**src/logic/chb_match_pkg.sv**
```systemverilog
// Summary of operation
// Internal mode compares upper and lower address halves.
// X/Y mode compares bits 15..1 only.
// Mask bit one drops that address bit.
// Each mask half applies to its half.
// X/Y mode masks only the selected half.
// Internal mode compares data halves to bus.
// X/Y mode: upper is X, lower Y.
// Mask and data halves reset to zero.
// Enable picks bus set; select picks X/Y.
// Compare address held as two halves.
// Software sets operand size with data. This block has no operand size field, only the data enable bit.
// Match flagged when unmasked bits all agree.
//
// Purpose: Shared constants for the channel B match block.
// Assumes: 32-bit classic Wishbone slave, one word per register.
// Notes:   Register halves are 16 bits in the low data lanes.
`default_nettype none

package chb_match_pkg;

    // Widths of the watched buses, register halves and Wishbone address.
    localparam int unsigned HALF_W = 16;
    localparam int unsigned FULL_W = 32;
    localparam int unsigned WB_AW  = 8;

    // Byte offsets of the register words.
    localparam logic [WB_AW-1:0] OFF_ADDR_HIGH = 8'h00;
    localparam logic [WB_AW-1:0] OFF_ADDR_LOW  = 8'h04;
    localparam logic [WB_AW-1:0] OFF_MASK_HIGH = 8'h08;
    localparam logic [WB_AW-1:0] OFF_MASK_LOW  = 8'h0C;
    localparam logic [WB_AW-1:0] OFF_DATA_HIGH = 8'h10;
    localparam logic [WB_AW-1:0] OFF_DATA_LOW  = 8'h14;
    localparam logic [WB_AW-1:0] OFF_CONTROL   = 8'h18;
    localparam logic [WB_AW-1:0] OFF_STATUS    = 8'h1C;
    localparam logic [WB_AW-1:0] OFF_IRQ_MASK  = 8'h20;

    // Reset value of every 16-bit register half.
    localparam logic [HALF_W-1:0] HALF_RESET = 16'h0000;

    // Control register fields.
    localparam int unsigned CTL_XYS_BIT  = 0;
    localparam int unsigned CTL_XYE_BIT  = 1;
    localparam int unsigned CTL_DEN_BIT  = 2;
    localparam int unsigned CTL_W        = 3;
    localparam logic [CTL_W-1:0] CTL_RESET = 3'h0;

    // Status and interrupt mask fields.
    localparam int unsigned ST_ADDR_BIT = 0;
    localparam int unsigned ST_DATA_BIT = 1;
    localparam int unsigned ST_W        = 2;
    localparam logic [ST_W-1:0] ST_RESET = 2'h0;

    // Equal where the mask is zero; a set mask bit never blocks a match.
    function automatic logic masked_eq(input logic [HALF_W-1:0] bus_v,
                                       input logic [HALF_W-1:0] cmp_v,
                                       input logic [HALF_W-1:0] msk_v);
        masked_eq = ((bus_v ^ cmp_v) & ~msk_v) == HALF_RESET;
    endfunction

endpackage

`default_nettype wire

```
**src/logic/chb_addr_compare.sv**
```systemverilog
// Purpose: Channel B address comparison, combinational.
// Assumes: Bus values stable for the cycle they are presented.
// Notes:   X/Y accesses are words, so bit 0 never takes part.
`default_nettype none

module chb_addr_compare (
    // Selected bus set.
    input  wire logic        xye_i,
    input  wire logic        xys_i,
    // Compare value and mask halves.
    input  wire logic [15:0] cmp_high_i,
    input  wire logic [15:0] cmp_low_i,
    input  wire logic [15:0] msk_high_i,
    input  wire logic [15:0] msk_low_i,
    // Watched buses.
    input  wire logic [31:0] addr_bus_i,
    input  wire logic [15:0] x_addr_i,
    input  wire logic [15:0] y_addr_i,
    // Result.
    output logic             match_o
);

    // Bit 0 forced into the mask in X/Y mode.
    localparam logic [15:0] BIT0_MASK = 16'h0001;

    wire logic hi_int; // Upper half against internal address.
    wire logic lo_int; // Lower half against internal address.
    wire logic x_hit;  // X address against upper half.
    wire logic y_hit;  // Y address against lower half.

    assign hi_int = chb_match_pkg::masked_eq(addr_bus_i[31:16], cmp_high_i, msk_high_i);
    assign lo_int = chb_match_pkg::masked_eq(addr_bus_i[15:0], cmp_low_i, msk_low_i);
    assign x_hit  = chb_match_pkg::masked_eq(x_addr_i, cmp_high_i, msk_high_i | BIT0_MASK);
    assign y_hit  = chb_match_pkg::masked_eq(y_addr_i, cmp_low_i, msk_low_i | BIT0_MASK);

    // Select the comparison the control bits ask for.
    assign match_o = !xye_i ? (hi_int & lo_int) : (xys_i ? y_hit : x_hit);

endmodule

`default_nettype wire

```
**src/logic/chb_data_compare.sv**
```systemverilog
// Purpose: Channel B data comparison, combinational.
// Assumes: Data buses valid in the cycle the bus strobe is high.
// Notes:   No data mask here; all selected bits take part.
`default_nettype none

module chb_data_compare (
    // Selected bus set.
    input  wire logic        xye_i,
    input  wire logic        xys_i,
    // Compare value halves.
    input  wire logic [15:0] cmp_high_i,
    input  wire logic [15:0] cmp_low_i,
    // Watched buses.
    input  wire logic [31:0] data_bus_i,
    input  wire logic [15:0] x_data_i,
    input  wire logic [15:0] y_data_i,
    // Result.
    output logic             match_o
);

    wire logic full_hit; // Internal data bus against both halves.
    wire logic x_hit;    // X data against upper half.
    wire logic y_hit;    // Y data against lower half.

    assign full_hit = (data_bus_i == {cmp_high_i, cmp_low_i});
    assign x_hit    = (x_data_i == cmp_high_i);
    assign y_hit    = (y_data_i == cmp_low_i);

    // The select bit only counts once X/Y mode is on.
    assign match_o = !xye_i ? full_hit : (xys_i ? y_hit : x_hit);

endmodule

`default_nettype wire

```
**src/logic/chb_match.sv**
```systemverilog
// Purpose: Channel B break address and data match with register file.
// Assumes: Watched buses come from logic on clk_i; no synchroniser needed.
// Notes:   Match outputs are registered, so they show one cycle after the bus.
//
// Chosen here: the placing of the registers and the Wishbone register port.
`default_nettype none

module chb_match (
    // Clock and reset.
    input  wire logic        clk_i,
    input  wire logic        rst_i,
    // Wishbone slave.
    input  wire logic        wb_cyc_i,
    input  wire logic        wb_stb_i,
    input  wire logic        wb_we_i,
    input  wire logic [7:0]  wb_adr_i,
    input  wire logic [3:0]  wb_sel_i,
    input  wire logic [31:0] wb_dat_i,
    output logic [31:0]      wb_dat_o,
    output logic             wb_ack_o,
    // Watched buses.
    input  wire logic        bus_valid_i,
    input  wire logic [31:0] addr_bus_i,
    input  wire logic [31:0] data_bus_i,
    input  wire logic [15:0] x_addr_i,
    input  wire logic [15:0] y_addr_i,
    input  wire logic [15:0] x_data_i,
    input  wire logic [15:0] y_data_i,
    // Results and bus select.
    output logic             addr_match_o,
    output logic             data_match_o,
    output logic             xy_bus_enable_o,
    output logic             x_or_y_select_o,
    output logic             irq_o
);

    ////////////////////////////////////////////////////////////////////////////////
    // Register state.
    // Every register is a plain flop cleared by the synchronous reset.
    // The control word holds only the two select bits and the data
    // enable; the bus-cycle type fields live in a neighbouring block.
    // Only the status bits change without a write, and only upwards.

    logic [15:0] chb_compare_address_high_q; // Upper compare address half.
    logic [15:0] chb_compare_address_low_q;  // Lower compare address half.
    logic [15:0] chb_addr_mask_high_q;       // Upper address mask half.
    logic [15:0] chb_addr_mask_low_q;        // Lower address mask half.
    logic [15:0] chb_compare_data_high_q;    // Upper compare data half.
    logic [15:0] chb_compare_data_low_q;     // Lower compare data half.

    // Control, status and bus answer state.
    logic [2:0]  ctl_q;                      // Select and data enable bits.
    logic [1:0]  status_q;                   // Sticky match events.
    logic [1:0]  irq_mask_q;                 // Interrupt enables.
    logic        ack_q;                      // Bus acknowledge.
    logic [31:0] rdata_q;                    // Registered read data.

    // Registered results.
    logic        addr_match_q;               // Registered address match.
    logic        data_match_q;               // Registered data match.
    logic        irq_q;                      // Registered interrupt.

    ////////////////////////////////////////////////////////////////////////////////
    // Bus decode.

    wire logic        req;      // New request not yet answered.
    wire logic        wr;       // Write strobe for this cycle.
    wire logic        lo_lanes; // Both low byte lanes selected.
    wire logic [15:0] wr_half;  // Low half of write data; lo_lanes gates its use.

    wire logic        hit_ah;   // Address decode hits.
    wire logic        hit_al;
    wire logic        hit_mh;
    wire logic        hit_ml;
    wire logic        hit_dh;
    wire logic        hit_dl;
    wire logic        hit_ct;
    wire logic        hit_st;
    wire logic        hit_im;

    // A single-cycle answer; the ack flop blocks a second take of one request.
    // Holding stb up after the ack gets the request taken again, as
    // classic Wishbone allows, so the master must drop it.
    // A half changes only with lanes 0 and 1 both on, so it never tears.
    assign req      = wb_cyc_i & wb_stb_i & ~ack_q;
    assign wr       = req & wb_we_i;
    assign lo_lanes = wb_sel_i[0] & wb_sel_i[1];
    assign wr_half  = wb_dat_i[15:0];

    // Exact byte address decode; anything else misses every word,
    // reads as zero and has its write ignored.
    assign hit_ah = (wb_adr_i == chb_match_pkg::OFF_ADDR_HIGH);
    assign hit_al = (wb_adr_i == chb_match_pkg::OFF_ADDR_LOW);
    assign hit_mh = (wb_adr_i == chb_match_pkg::OFF_MASK_HIGH);
    assign hit_ml = (wb_adr_i == chb_match_pkg::OFF_MASK_LOW);
    assign hit_dh = (wb_adr_i == chb_match_pkg::OFF_DATA_HIGH);
    assign hit_dl = (wb_adr_i == chb_match_pkg::OFF_DATA_LOW);
    assign hit_ct = (wb_adr_i == chb_match_pkg::OFF_CONTROL);
    assign hit_st = (wb_adr_i == chb_match_pkg::OFF_STATUS);
    assign hit_im = (wb_adr_i == chb_match_pkg::OFF_IRQ_MASK);

    ////////////////////////////////////////////////////////////////////////////////
    // Read mux; unmapped words read as zero and still get an ack.
    // Registered every cycle; the value taken with the ack is the one
    // captured at the edge that took the request.

    logic [31:0] rmux;

    always_comb begin
        rmux = 32'h0000_0000;
        if (hit_ah) begin
            // Compare address, upper half.
            rmux[15:0] = chb_compare_address_high_q;
        end else if (hit_al) begin
            // Compare address, lower half.
            rmux[15:0] = chb_compare_address_low_q;
        end else if (hit_mh) begin
            // Address mask, upper half.
            rmux[15:0] = chb_addr_mask_high_q;
        end else if (hit_ml) begin
            // Address mask, lower half.
            rmux[15:0] = chb_addr_mask_low_q;
        end else if (hit_dh) begin
            // Compare data, upper half.
            rmux[15:0] = chb_compare_data_high_q;
        end else if (hit_dl) begin
            // Compare data, lower half.
            rmux[15:0] = chb_compare_data_low_q;
        end else if (hit_ct) begin
            // Select and data enable bits.
            rmux[2:0] = ctl_q;
        end else if (hit_st) begin
            // Sticky match events.
            rmux[1:0] = status_q;
        end else if (hit_im) begin
            // Interrupt enables.
            rmux[1:0] = irq_mask_q;
        end
    end

    ////////////////////////////////////////////////////////////////////////////////
    // Comparators.
    // Both are pure logic on the current bus values, so a match is
    // judged inside its own cycle and registered at its end.
    // One pair of select bits steers both, so they watch one bus set.

    wire logic addr_hit; // Address condition met now.
    wire logic data_hit; // Data condition met now.

    // Masked address compare.
    chb_addr_compare u_addr (
        .xye_i      (ctl_q[chb_match_pkg::CTL_XYE_BIT]),
        .xys_i      (ctl_q[chb_match_pkg::CTL_XYS_BIT]),
        .cmp_high_i (chb_compare_address_high_q),
        .cmp_low_i  (chb_compare_address_low_q),
        .msk_high_i (chb_addr_mask_high_q),
        .msk_low_i  (chb_addr_mask_low_q),
        .addr_bus_i (addr_bus_i),
        .x_addr_i   (x_addr_i),
        .y_addr_i   (y_addr_i),
        .match_o    (addr_hit)
    );

    // Exact data compare on the selected bus.
    chb_data_compare u_data (
        .xye_i      (ctl_q[chb_match_pkg::CTL_XYE_BIT]),
        .xys_i      (ctl_q[chb_match_pkg::CTL_XYS_BIT]),
        .cmp_high_i (chb_compare_data_high_q),
        .cmp_low_i  (chb_compare_data_low_q),
        .data_bus_i (data_bus_i),
        .x_data_i   (x_data_i),
        .y_data_i   (y_data_i),
        .match_o    (data_hit)
    );

    // Data only counts when software enabled it; it then owes an operand size.
    wire logic addr_ev; // Address match in a watched cycle.
    wire logic data_ev; // Data match in a watched cycle.

    assign addr_ev = bus_valid_i & addr_hit;
    assign data_ev = bus_valid_i & data_hit & ctl_q[chb_match_pkg::CTL_DEN_BIT];

    ////////////////////////////////////////////////////////////////////////////////
    // Status next value: set wins over a write-one clear in the same cycle.
    // Letting the set win means an event on the clear cycle is never
    // lost; software sees it at its next status read.
    // Both clear bits sit in the low byte, so lane 0 alone carries them.

    wire logic [1:0] st_clr; // Bits software clears now.
    wire logic [1:0] st_set; // Bits hardware sets now.
    wire logic [1:0] st_d;   // Next status.

    assign st_clr = (wr & hit_st & wb_sel_i[0]) ? wb_dat_i[1:0] : chb_match_pkg::ST_RESET;
    assign st_set = {data_ev, addr_ev};
    assign st_d   = (status_q & ~st_clr) | st_set;

    ////////////////////////////////////////////////////////////////////////////////
    // Compare address halves; byte lanes 0 and 1 both needed for a write.
    // One write reaches one half; each half is its own word.

    always_ff @(posedge clk_i) begin
        if (rst_i) begin
            chb_compare_address_high_q <= chb_match_pkg::HALF_RESET;
            chb_compare_address_low_q  <= chb_match_pkg::HALF_RESET;
        end else if (wr & lo_lanes & hit_ah) begin
            chb_compare_address_high_q <= wr_half;
        end else if (wr & lo_lanes & hit_al) begin
            chb_compare_address_low_q <= wr_half;
        end
    end

    // Address mask halves.
    // A one in a mask bit drops that bit from the compare.
    always_ff @(posedge clk_i) begin
        if (rst_i) begin
            chb_addr_mask_high_q <= chb_match_pkg::HALF_RESET;
            chb_addr_mask_low_q  <= chb_match_pkg::HALF_RESET;
        end else if (wr & lo_lanes & hit_mh) begin
            chb_addr_mask_high_q <= wr_half;
        end else if (wr & lo_lanes & hit_ml) begin
            chb_addr_mask_low_q <= wr_half;
        end
    end

    // Compare data halves.
    // No mask applies to data; every selected bit must agree.
    always_ff @(posedge clk_i) begin
        if (rst_i) begin
            chb_compare_data_high_q <= chb_match_pkg::HALF_RESET;
            chb_compare_data_low_q  <= chb_match_pkg::HALF_RESET;
        end else if (wr & lo_lanes & hit_dh) begin
            chb_compare_data_high_q <= wr_half;
        end else if (wr & lo_lanes & hit_dl) begin
            chb_compare_data_low_q <= wr_half;
        end
    end

    // Control bits need only lane 0.
    // Bits above the field are dropped and read back as zero.
    always_ff @(posedge clk_i) begin
        if (rst_i) begin
            ctl_q <= chb_match_pkg::CTL_RESET;
        end else if (wr & wb_sel_i[0] & hit_ct) begin
            ctl_q <= wb_dat_i[2:0];
        end
    end

    // Interrupt mask.
    // Same layout as the status word; a one lets that event interrupt.
    always_ff @(posedge clk_i) begin
        if (rst_i) begin
            irq_mask_q <= chb_match_pkg::ST_RESET;
        end else if (wr & wb_sel_i[0] & hit_im) begin
            irq_mask_q <= wb_dat_i[1:0];
        end
    end

    // Sticky status, interrupt level and match outputs.
    // The level is built from the next status value, so irq_o rises
    // with the match pulse that caused it.
    always_ff @(posedge clk_i) begin
        if (rst_i) begin
            status_q     <= chb_match_pkg::ST_RESET;
            irq_q        <= 1'b0;
            addr_match_q <= 1'b0;
            data_match_q <= 1'b0;
        end else begin
            // All four follow every cycle.
            status_q     <= st_d;
            irq_q        <= |(st_d & irq_mask_q);
            addr_match_q <= addr_ev;
            data_match_q <= data_ev;
        end
    end

    // Bus answer one cycle after the request is seen.
    // The read data flop loads every cycle; only the ack makes it count.
    always_ff @(posedge clk_i) begin
        if (rst_i) begin
            ack_q   <= 1'b0;
            rdata_q <= 32'h0000_0000;
        end else begin
            // Answer the request seen at this edge.
            ack_q   <= req;
            rdata_q <= rmux;
        end
    end

    ////////////////////////////////////////////////////////////////////////////////
    // Outputs, each straight from a flop.
    // The select bits go out so the far side can steer its own
    // bus multiplexers without a register read.

    assign wb_ack_o        = ack_q;
    assign wb_dat_o        = rdata_q;
    assign addr_match_o    = addr_match_q;
    assign data_match_o    = data_match_q;
    assign xy_bus_enable_o = ctl_q[chb_match_pkg::CTL_XYE_BIT];
    assign x_or_y_select_o = ctl_q[chb_match_pkg::CTL_XYS_BIT];
    assign irq_o           = irq_q;

endmodule

`default_nettype wire

```
**config.mk**
```make
export PLATFORM = sky130hd
export DESIGN_NAME = chb_match
export DESIGN_NICKNAME = d
export VERILOG_FILES = /design/src/logic/chb_match_pkg.sv /design/src/logic/chb_addr_compare.sv /design/src/logic/chb_data_compare.sv /design/src/logic/chb_match.sv
export SDC_FILE = /design/constraint.sdc
export NUM_CORES = 1
export LEC_CHECK = 0
export BUFFER_PORTS_ARGS = -buffer_cell sky130_fd_sc_hd__buf_2
export CAP_MARGIN = 5
export CORE_AREA = 2 2 111 140
export CTS_CLUSTER_DIAMETER = 200
export DETAILED_ROUTE_END_ITERATION = 8
export DIE_AREA = 0 0 113 142
export GPL_ROUTABILITY_DRIVEN = 0
export GPL_TIMING_DRIVEN = 0
export HOLD_SLACK_MARGIN = 0.1
export PLACE_DENSITY = 0.76
export SLEW_MARGIN = 30
export SYNTH_ARGS = -nofsm -noshare
export SYNTH_HDL_FRONTEND = slang
export SYNTH_SLANG_ARGS = --single-unit
export TNS_END_PERCENT = 20
```
**constraint.sdc**
```tcl
create_clock -name clk_i -period 2 [get_ports clk_i]
set_clock_uncertainty 0.1 [all_clocks]
set_input_delay 0.1 -clock clk_i [delete_from_list [all_inputs] [get_ports clk_i]]
set_output_delay 0.1 -clock clk_i [all_outputs]
set_load 0.005 [all_outputs]
```
[Word level (Yosys, flattened, before mapping)]
Index checks and enable logic that the tools add are counted.
W data, S select, Z words.
Cells by class
  equal/unequal tests: 11
  muxes and demuxes: 16
  bitwise operators: 40
  reduce and logical (&&, ||, !) cells: 9
Operators with widths (count)
  $mux W16: 5
  $and A16 B16 Y16: 4
  $logic_not A16 Y1: 4
  $not A16 Y16: 4
  $xor A16 B16 Y16: 4
  $eq A16 B16 Y1: 2
  $eq A32 B32 Y1: 1
  $eq A8 B5 Y1 const B: 4
  $and A1 B1 Y1: 20
  $eq A8 B4 Y1 const B: 2
  $mux W13: 1
  $eq A8 B3 Y1 const B: 1
  $eq A8 B6 Y1 const B: 1
  $logic_not A8 Y1: 1
  $mux W2: 4
  $reduce_and A2 Y1: 3
  $mux W1: 5
  $and A2 B2 Y2: 2
  $not A1 Y1: 4
  $mux W3: 1
  $not A2 Y2: 1
  $or A2 B2 Y2: 1
  $reduce_or A2 Y1: 1
Storage, ports and cells
  bits in registers: 139
  bits of input ports: 178
  logic and storage cells: 91

[Longest topological paths before layout]
  word-level depth: 11
  depth in mapped cells: 10
  gate-level depth less buffers: 7

[Hierarchy]
A second synthesis with hierarchy kept.
Unflattened totals
  cell total of the unflattened synthesis: 842
  area total of the unflattened synthesis: 6849.1 um2
Modules (own cells, without submodules)
  chb_match: times used 1, cells each 646, area an instance 5302.6 um2, seq. area each 2462.4 um2
  chb_addr_compare: times used 1, cells each 107, area an instance 834.6 um2, seq. area each 0.0 um2
  chb_data_compare: times used 1, cells each 89, area an instance 711.9 um2, seq. area each 0.0 um2

[Least setup slack after synthesis]
OpenSTA, ideal clock, no wires.
  path type: register to register
  start: reg ack_q (netlist: wb_ack_o)
  end: reg chb_compare_data_low_q[10]
  setup time: 128 ps
  data arrival time: 1825 ps
  slack: -53 ps
  stages on the path, launching flop included: 7
  path buffers: 1
  period minus slack after synthesis: 2053 ps
  path through: dfxtp_1 -> nor3_2 -> nand2_1 -> nor3_4 -> buf_4 -> mux2i_1 -> nor2_1
On the way
  longest elaborated chain between the ends: 7
RTL lines
  from (decl): RTL line chb_match.sv:55  | logic ack_q;
  from (signal assigned): RTL line chb_match.sv:284  | ack_q <= req;
  $not A1 Y1 *: RTL line chb_match.sv:85  | assign req = wb_cyc_i & wb_stb_i & ~ack_q;
  $and A1 B1 Y1 *: RTL line chb_match.sv:85
  $and A1 B1 Y1 *: RTL line chb_match.sv:86  | assign wr = req & wb_we_i;
  $and A1 B1 Y1 *: RTL line chb_match.sv:231, chb_match.sv:233
  $and A1 B1 Y1: RTL line chb_match.sv:231  | end else if (wr & lo_lanes & hit_dh) begin
  $not A1 Y1 (no line)
  $reduce_and A2 Y1 (no line) *
  to (signal assigned): RTL line chb_match.sv:230  | chb_compare_data_low_q <= chb_match_pkg::HALF_RESET;
  to (signal assigned): RTL line chb_match.sv:234  | chb_compare_data_low_q <= wr_half;
  to (decl): RTL line chb_match.sv:49  | logic [15:0] chb_compare_data_low_q;
Mark *: on every way between the ends. The rest lies on a longest branch, timed or not.
A chain may end at the register's enable or synchronous reset.

[Worst setup path in the final report]
  start: reg chb_compare_address_low_q[2]
  end: reg irq_q (netlist: irq_o)
On the way
  longest elaborated chain between the ends: 9
RTL lines
  from (decl): RTL line chb_match.sv:45  | logic [15:0] chb_compare_address_low_q;
  from (signal assigned): RTL line chb_match.sv:204  | chb_compare_address_low_q <= chb_match_pkg::HALF_RESET;
  from (signal assigned): RTL line chb_match.sv:208  | chb_compare_address_low_q <= wr_half;
  $xor A16 B16 Y16: RTL line chb_match_pkg.sv:58  | masked_eq = ((bus_v ^ cmp_v) & ~msk_v) == HALF_RESET;
  $and A16 B16 Y16: RTL line chb_match_pkg.sv:58
  $logic_not A16 Y1: RTL line chb_match_pkg.sv:58
  $and A1 B1 Y1 / $mux W1 (equally long branches): RTL line chb_addr_compare.sv:37  | assign match_o = !xye_i ? (hi_int & lo_int) : (xys_i ? y_hit : x_hit);
  $mux W1 *: RTL line chb_addr_compare.sv:37
  $and A1 B1 Y1 *: RTL line chb_match.sv:180  | assign addr_ev = bus_valid_i & addr_hit;
  $or A2 B2 Y2 *: RTL line chb_match.sv:195  | assign st_d = (status_q & ~st_clr) | st_set;
  $and A2 B2 Y2 *: RTL line chb_match.sv:270  | irq_q <= |(st_d & irq_mask_q);
  $reduce_or A2 Y1 *: RTL line chb_match.sv:270
  to (signal assigned): RTL line chb_match.sv:270
  to (decl): RTL line chb_match.sv:61  | logic irq_q;
Marks and branches as above.

==> impl_results.html <==
<table>
<tr><th>Metric</th><th>Value</th></tr>
<tr><th colspan="2">Die</th></tr>
<tr><td>Initial cell density of the core</td><td>0.451</td></tr>
<tr><td>Overall die height</td><td>142 um</td></tr>
<tr><td>Cell Rows</td><td>50</td></tr>
<tr><td>Die Wd</td><td>113 um</td></tr>
<tr><td>DIE AREA</td><td>16000 um2</td></tr>
<tr><td>Number of top-level pins</td><td>216</td></tr>
<tr><td>Core Box Area</td><td>14800 um2</td></tr>
<tr><th colspan="2">Clock network</th></tr>
<tr><td>CTS tree</td><td>built</td></tr>
<tr><td>Latest clock arrival within the worst-skew pair</td><td>~0.42 ns</td></tr>
<tr><td>CTS clock-pin slew for the worst setup and hold paths</td><td>0.05 ns</td></tr>
<tr><td>Maximum level of the CTS H-tree</td><td>4</td></tr>
<tr><td>Bufs on Longest Clock Path</td><td>2</td></tr>
<tr><td>Clk sinks</td><td>123</td></tr>
<tr><td>TritonCTS Buffers</td><td>17</td></tr>
<tr><td>Clock root buffer master</td><td>sky130_fd_sc_hd__clkbuf_16</td></tr>
<tr><th colspan="2">Synthesis</th></tr>
<tr><td>Dominant cell type by area after synthesis</td><td>sky130_fd_sc_hd__dfxtp_1</td></tr>
<tr><td>Top post-synthesis cells by area</td><td>sky130_fd_sc_hd__dfxtp_1 (37%), sky130_fd_sc_hd__xnor2_1 (13%), sky130_fd_sc_hd__mux2i_1 (11%), sky130_fd_sc_hd__nand2_1 (5.5%), sky130_fd_sc_hd__nor2_1 (4.9%)</td></tr>
<tr><td>Share of synthesized flip-flops with an asynchronous set or reset</td><td>0</td></tr>
<tr><td>Post-Synthesis Mean Instance Area</td><td>8.76 um2</td></tr>
<tr><td>Total standard cell area after synthesis</td><td>6660 um2</td></tr>
<tr><td>Synth unique cells</td><td>48</td></tr>
<tr><td>Cells after Synth</td><td>760</td></tr>
<tr><td>Yosys warning total</td><td>0</td></tr>
<tr><td>Fraction of post-synthesis cell area in the top cell type by area</td><td>0.370</td></tr>
<tr><td>#FFs+latches synth</td><td>around 120</td></tr>
<tr><td>Number of enable flip-flop cells after synthesis</td><td>0</td></tr>
<tr><td>Sequential area share after synthesis</td><td>0.370</td></tr>
<tr><td>Predominant post-synthesis flop cell</td><td>sky130_fd_sc_hd__dfxtp_1</td></tr>
<tr><th colspan="2">Drt</th></tr>
<tr><td>Routed Antenna Nets</td><td>0</td></tr>
<tr><td>Residual DRC count</td><td>12</td></tr>
<tr><td>First-pass DRT Iterations</td><td>8</td></tr>
<tr><td>Via density</td><td>between 5 and 6</td></tr>
<tr><td>DRC marker count from the first detailed-route iteration</td><td>just under 800</td></tr>
<tr><td>Post-Route WL</td><td>25300 um</td></tr>
<tr><td>Wire per inst</td><td>roughly 21 um</td></tr>
<tr><td>Number of vias after detailed routing</td><td>7048</td></tr>
<tr><th colspan="2">Power</th></tr>
<tr><td>Power share of the sequential group</td><td>0.408</td></tr>
<tr><td>Net Sw Frac</td><td>0.236</td></tr>
<tr><td>Leakage power</td><td>3.48 nW</td></tr>
<tr><td>Comb pwr share</td><td>0.105</td></tr>
<tr><td>PD cells</td><td>670 nW/um2</td></tr>
<tr><td>Power spent charging and discharging nets</td><td>1.42 mW</td></tr>
<tr><td>Worst supply voltage drop on vdd</td><td>431 uV</td></tr>
<tr><td>Internal power component</td><td>4.59 mW</td></tr>
<tr><td>Overall power</td><td>6.00 mW</td></tr>
<tr><td>Relative contribution of the clock network to total power</td><td>0.487</td></tr>
<tr><th colspan="2">Critical path</th></tr>
<tr><td>CP endpoint</td><td>irq_o</td></tr>
<tr><td>CP Buf/Inv Count</td><td>0</td></tr>
<tr><td>Worst flop-to-flop path startpoint</td><td>chb_compare_address_low_q[2]</td></tr>
<tr><td>Kind of start point of the critical path</td><td>register</td></tr>
<tr><td>Cell at the slowest stage of the critical path</td><td>sky130_fd_sc_hd__dfxtp_1</td></tr>
<tr><td>Top delay family on crit path</td><td>compound AO/OA/AOI/OAI gates</td></tr>
<tr><td>Largest stage delay, worst path</td><td>~0.5 ns</td></tr>
<tr><td>Largest fanout on the critical path</td><td>4</td></tr>
<tr><td>Reg2Reg Setup Slack</td><td>-0.1 ns</td></tr>
<tr><td>Worst setup EP type</td><td>register</td></tr>
<tr><td>Critical Path RT</td><td>2.27 ns</td></tr>
<tr><td>Worst Path Class, Setup</td><td>reg2reg</td></tr>
<tr><td>Worst setup path start</td><td>chb_compare_address_low_q[2]</td></tr>
<tr><td>Number of stages on the worst setup path</td><td>7</td></tr>
<tr><td>Worst reg2reg endpoint</td><td>irq_o</td></tr>
<tr><td>Count of cells along the worst register-to-register path</td><td>7</td></tr>
<tr><td>CP Cell Sequence</td><td>xnor2_1, o22ai_1, nor4_1, a22oi_1, o41ai_4, a31o_2, a22o_1</td></tr>
<tr><td>Arrival time reported for the critical path endpoint</td><td>2.37 ns</td></tr>
<tr><th colspan="2">Finish</th></tr>
<tr><td>Layout area overhead</td><td>34.6%</td></tr>
<tr><td>Layout Cell Area excl Fill</td><td>8960 um2</td></tr>
<tr><td>Fraction of layout cells with a size suffix above 1</td><td>0.309</td></tr>
<tr><td># diodes</td><td>0</td></tr>
<tr><td>Post-layout net count</td><td>1185</td></tr>
<tr><td>Final core utilization</td><td>0.607</td></tr>
<tr><td>Count of filler cells inserted in the layout</td><td>roughly 1300</td></tr>
<tr><th colspan="2">Place</th></tr>
<tr><td>Standard cell area after detailed placement</td><td>7820 um2</td></tr>
<tr><td>Estimated wirelength of the detail-placed design</td><td>~19000 um</td></tr>
<tr><td>Count of buffers inserted at the top-level ports</td><td>roughly 180</td></tr>
<tr><th colspan="2">Timing</th></tr>
<tr><td>Setup TNS</td><td>-0.0994 ns</td></tr>
<tr><td>Final critical path time including I/O delays and setup</td><td>~2.1 ns</td></tr>
<tr><td>Worst Max-Slew Pin Slew</td><td>around 0.75 ns</td></tr>
<tr><td>Unrepaired setup endpoints after global routing</td><td>yes</td></tr>
<tr><td>Setup violators final</td><td>1</td></tr>
<tr><td>Least setup slack across all paths after layout</td><td>-0.0994 ns</td></tr>
<tr><td>Peak clock frequency supported by timing</td><td>476 MHz</td></tr>
<tr><td>Final Hold Violating Endpoints</td><td>0</td></tr>
<tr><td>Post-route fraction of the period consumed by the critical path</td><td>1.05</td></tr>
<tr><td>Final Slew Violations</td><td>0</td></tr>
<tr><td>Relative slew slack</td><td>0.499</td></tr>
<tr><td>Final hold slack</td><td>about 0.12 ns</td></tr>
<tr><th colspan="2">Job</th></tr>
<tr><td>Number of violations of the max-capacitance limit</td><td>0</td></tr>
<tr><th colspan="2">GRT</th></tr>
<tr><td>Via count of the first global-routing pass</td><td>6762</td></tr>
<tr><td>Initial antenna violation count</td><td>0</td></tr>
<tr><td>Global-route wire length before repair</td><td>37000 um</td></tr>
<tr><td>Global route total overflow</td><td>0</td></tr>
<tr><td>Pin count of the biggest net entering global routing</td><td>17</td></tr>
<tr><td>Global-route total usage across every layer</td><td>0.306</td></tr>
<tr><th colspan="2">Outcome</th></tr>
<tr><td>Status</td><td>complete, but fails checks</td></tr>
<tr><td>Failing checks</td><td>design-rule violations, negative setup slack</td></tr>
<tr><th colspan="2">Min path</th></tr>
<tr><td>Class of the tightest hold or removal check</td><td>in2reg</td></tr>
</table>
## worst min path at each step
| stage | startpoint | slack (ns) | to | depth (start not counted) |
|---|---|---|---|---|
| 3_3_place_gp | wb_stb_i | 0.28 | wb_ack_o | 3 |
| 6_report | wb_adr_i[2] | 0.12 | irq_mask_q[0] | 5 |
| 2_1_floorplan | wb_dat_i[14] | 0.14 | chb_addr_mask_low_q[14] | 2 |
| 3_5_place_dp | wb_stb_i | 0.29 | wb_ack_o | 3 |
| 5_1_grt | wb_adr_i[2] | 0.15 | irq_mask_q[0] | 5 |
| 4_1_cts | wb_adr_i[6] | 0.12 | irq_mask_q[0] | 5 |
## state kept, by name, summed over array words and instances (netlist names)
name / flops
irq_o: 1
wb_ack_o: 1
chb_compare_address_low_q: 16
addr_match_o: 1
wb_dat_o: 16
chb_addr_mask_low_q: 16
chb_compare_data_high_q: 16
irq_mask_q: 2
data_match_o: 1
chb_compare_address_high_q: 16
status_q: 2
ctl_q: 3
chb_addr_mask_high_q: 16
chb_compare_data_low_q: 16
## worst reg2reg max path: stages (launching register included)
cell	delay [ns]
sky130_fd_sc_hd__dfxtp_1	0.50
sky130_fd_sc_hd__xnor2_1	0.20
sky130_fd_sc_hd__o22ai_1	0.10
sky130_fd_sc_hd__nor4_1	0.50
sky130_fd_sc_hd__a22oi_1	0.22
sky130_fd_sc_hd__o41ai_4	0.13
sky130_fd_sc_hd__a31o_2	0.19
sky130_fd_sc_hd__a22o_1	0.12
## cell type report
cell class,instances,area (um2),share of cell area
clock inverters,8,67.6,0.00754
well taps,182,228,0.0254
clock buffers,22,494,0.0552
repair buffers,213,1230,0.138
multi-input cells,595,4100,0.458
inverters,4,15.0,0.00168
plain buffers,53,317,0.0353
flip-flops and latches,123,2500,0.279
## power groups by stage
| stage | sequential, mW | combinational (mW) | clock, mW |
|---|---|---|---|
| after floorplan | 2.51 | 0.243 | 0 |
| after global placement | 2.51 | 0.531 | 0 |
| after detailed placement | 2.51 | 0.536 | 0 |
| after CTS | 2.45 | 0.589 | 2.93 |
| after global routing | 2.45 | 0.659 | 3.04 |
| final | 2.45 | 0.629 | 2.92 |
## per-layer routing
metal | vias up | GRT usage | wire length [um]
met5 | - | 0 | 0
met4 | 0 | 0.191 | 1680
met3 | 142 | 0.0579 | 2740
met2 | 555 | 0.500 | 11800
met1 | 3218 | 0.369 | 9060
li1 | 3133 | - | -
## stage by stage
step           setup WS [ns]  std cells
6_report             -0.0994       1200
3_5_place_dp          -0.631       1133
4_1_cts              -0.0609       1197
3_3_place_gp          -0.607       1133
5_1_grt               -0.149       1200
2_1_floorplan        -0.0495        775
## logic make-up (layout without fill, tap and decap cells)
logic type             Yosys count  count (layout)  synth area share
AND/OR/NAND/NOR                247             247             0.170
AO/OA/AOI/OAI                  128             128             0.126
XOR/XNOR                       126             126             0.166
flip-flops                     123             123             0.370
multiplexers                    78              78             0.119
buffers and inverters           57             300            0.0485
other                            1              16          0.000563
## timing repair
action                                  4_1_cts  5_1_grt
cloned                                        0        0
endpoints found under the setup margin      105       51
pin swaps                                     5       11
endpoints found under the hold margin       100        0
hold buffers                                 30        0
buffers inserted                              4        3
resized for setup                            12       57
## synthesized netlist by cell type, types with 3 or more instances
cell,n
sky130_fd_sc_hd__xor2_1,28
sky130_fd_sc_hd__a222oi_1,7
sky130_fd_sc_hd__inv_1,4
sky130_fd_sc_hd__nand4_1,12
sky130_fd_sc_hd__o21ai_0,7
sky130_fd_sc_hd__o22ai_1,29
sky130_fd_sc_hd__o211ai_1,3
sky130_fd_sc_hd__nor3_1,5
sky130_fd_sc_hd__xnor2_1,98
sky130_fd_sc_hd__nor4_1,16
sky130_fd_sc_hd__nor2_1,87
sky130_fd_sc_hd__nand3_1,10
sky130_fd_sc_hd__a31oi_1,11
sky130_fd_sc_hd__dfxtp_1,123
sky130_fd_sc_hd__mux2i_1,70
sky130_fd_sc_hd__nand2_1,97
sky130_fd_sc_hd__a22o_1,6
sky130_fd_sc_hd__a22oi_1,8
sky130_fd_sc_hd__a221oi_1,7
sky130_fd_sc_hd__a21oi_1,39
sky130_fd_sc_hd__nor2b_1,4
sky130_fd_sc_hd__buf_4,22
sky130_fd_sc_hd__and2_1,3
sky130_fd_sc_hd__buf_6,3
sky130_fd_sc_hd__nor3_4,5
sky130_fd_sc_hd__clkbuf_1,24
sky130_fd_sc_hd__mux2_2,8
## cell usage in the layout, fill, tap and decap left out, types with 6 or more instances in the layout
| cell | count |
|---|---|
| sky130_fd_sc_hd__buf_2 | 178 |
| sky130_fd_sc_hd__nand2_1 | 96 |
| sky130_fd_sc_hd__dfxtp_1 | 94 |
| sky130_fd_sc_hd__xnor2_1 | 90 |
| sky130_fd_sc_hd__nor2_1 | 85 |
| sky130_fd_sc_hd__mux2i_1 | 70 |
| sky130_fd_sc_hd__a21oi_1 | 39 |
| sky130_fd_sc_hd__dlygate4sd3_1 | 30 |
| sky130_fd_sc_hd__buf_4 | 29 |
| sky130_fd_sc_hd__xor2_1 | 28 |
| sky130_fd_sc_hd__o22ai_1 | 27 |
| sky130_fd_sc_hd__dfxtp_2 | 27 |
| sky130_fd_sc_hd__clkbuf_1 | 17 |
| sky130_fd_sc_hd__clkbuf_16 | 17 |
| sky130_fd_sc_hd__conb_1 | 16 |
| sky130_fd_sc_hd__nand4_1 | 12 |
| sky130_fd_sc_hd__a31oi_1 | 11 |
| sky130_fd_sc_hd__nand3_1 | 10 |
| sky130_fd_sc_hd__nor4_1 | 9 |
| sky130_fd_sc_hd__clkbuf_2 | 8 |
| sky130_fd_sc_hd__xnor2_2 | 8 |
| sky130_fd_sc_hd__a22oi_1 | 8 |
| sky130_fd_sc_hd__mux2_2 | 8 |
| sky130_fd_sc_hd__nor4_2 | 7 |
| sky130_fd_sc_hd__o21ai_0 | 7 |
| sky130_fd_sc_hd__a221oi_1 | 7 |
| sky130_fd_sc_hd__a222oi_1 | 7 |
| sky130_fd_sc_hd__nor3_4 | 6 |
| sky130_fd_sc_hd__a22o_1 | 6 |
| sky130_fd_sc_hd__clkinv_2 | 6 |
(Power assumes the default switching activity.)
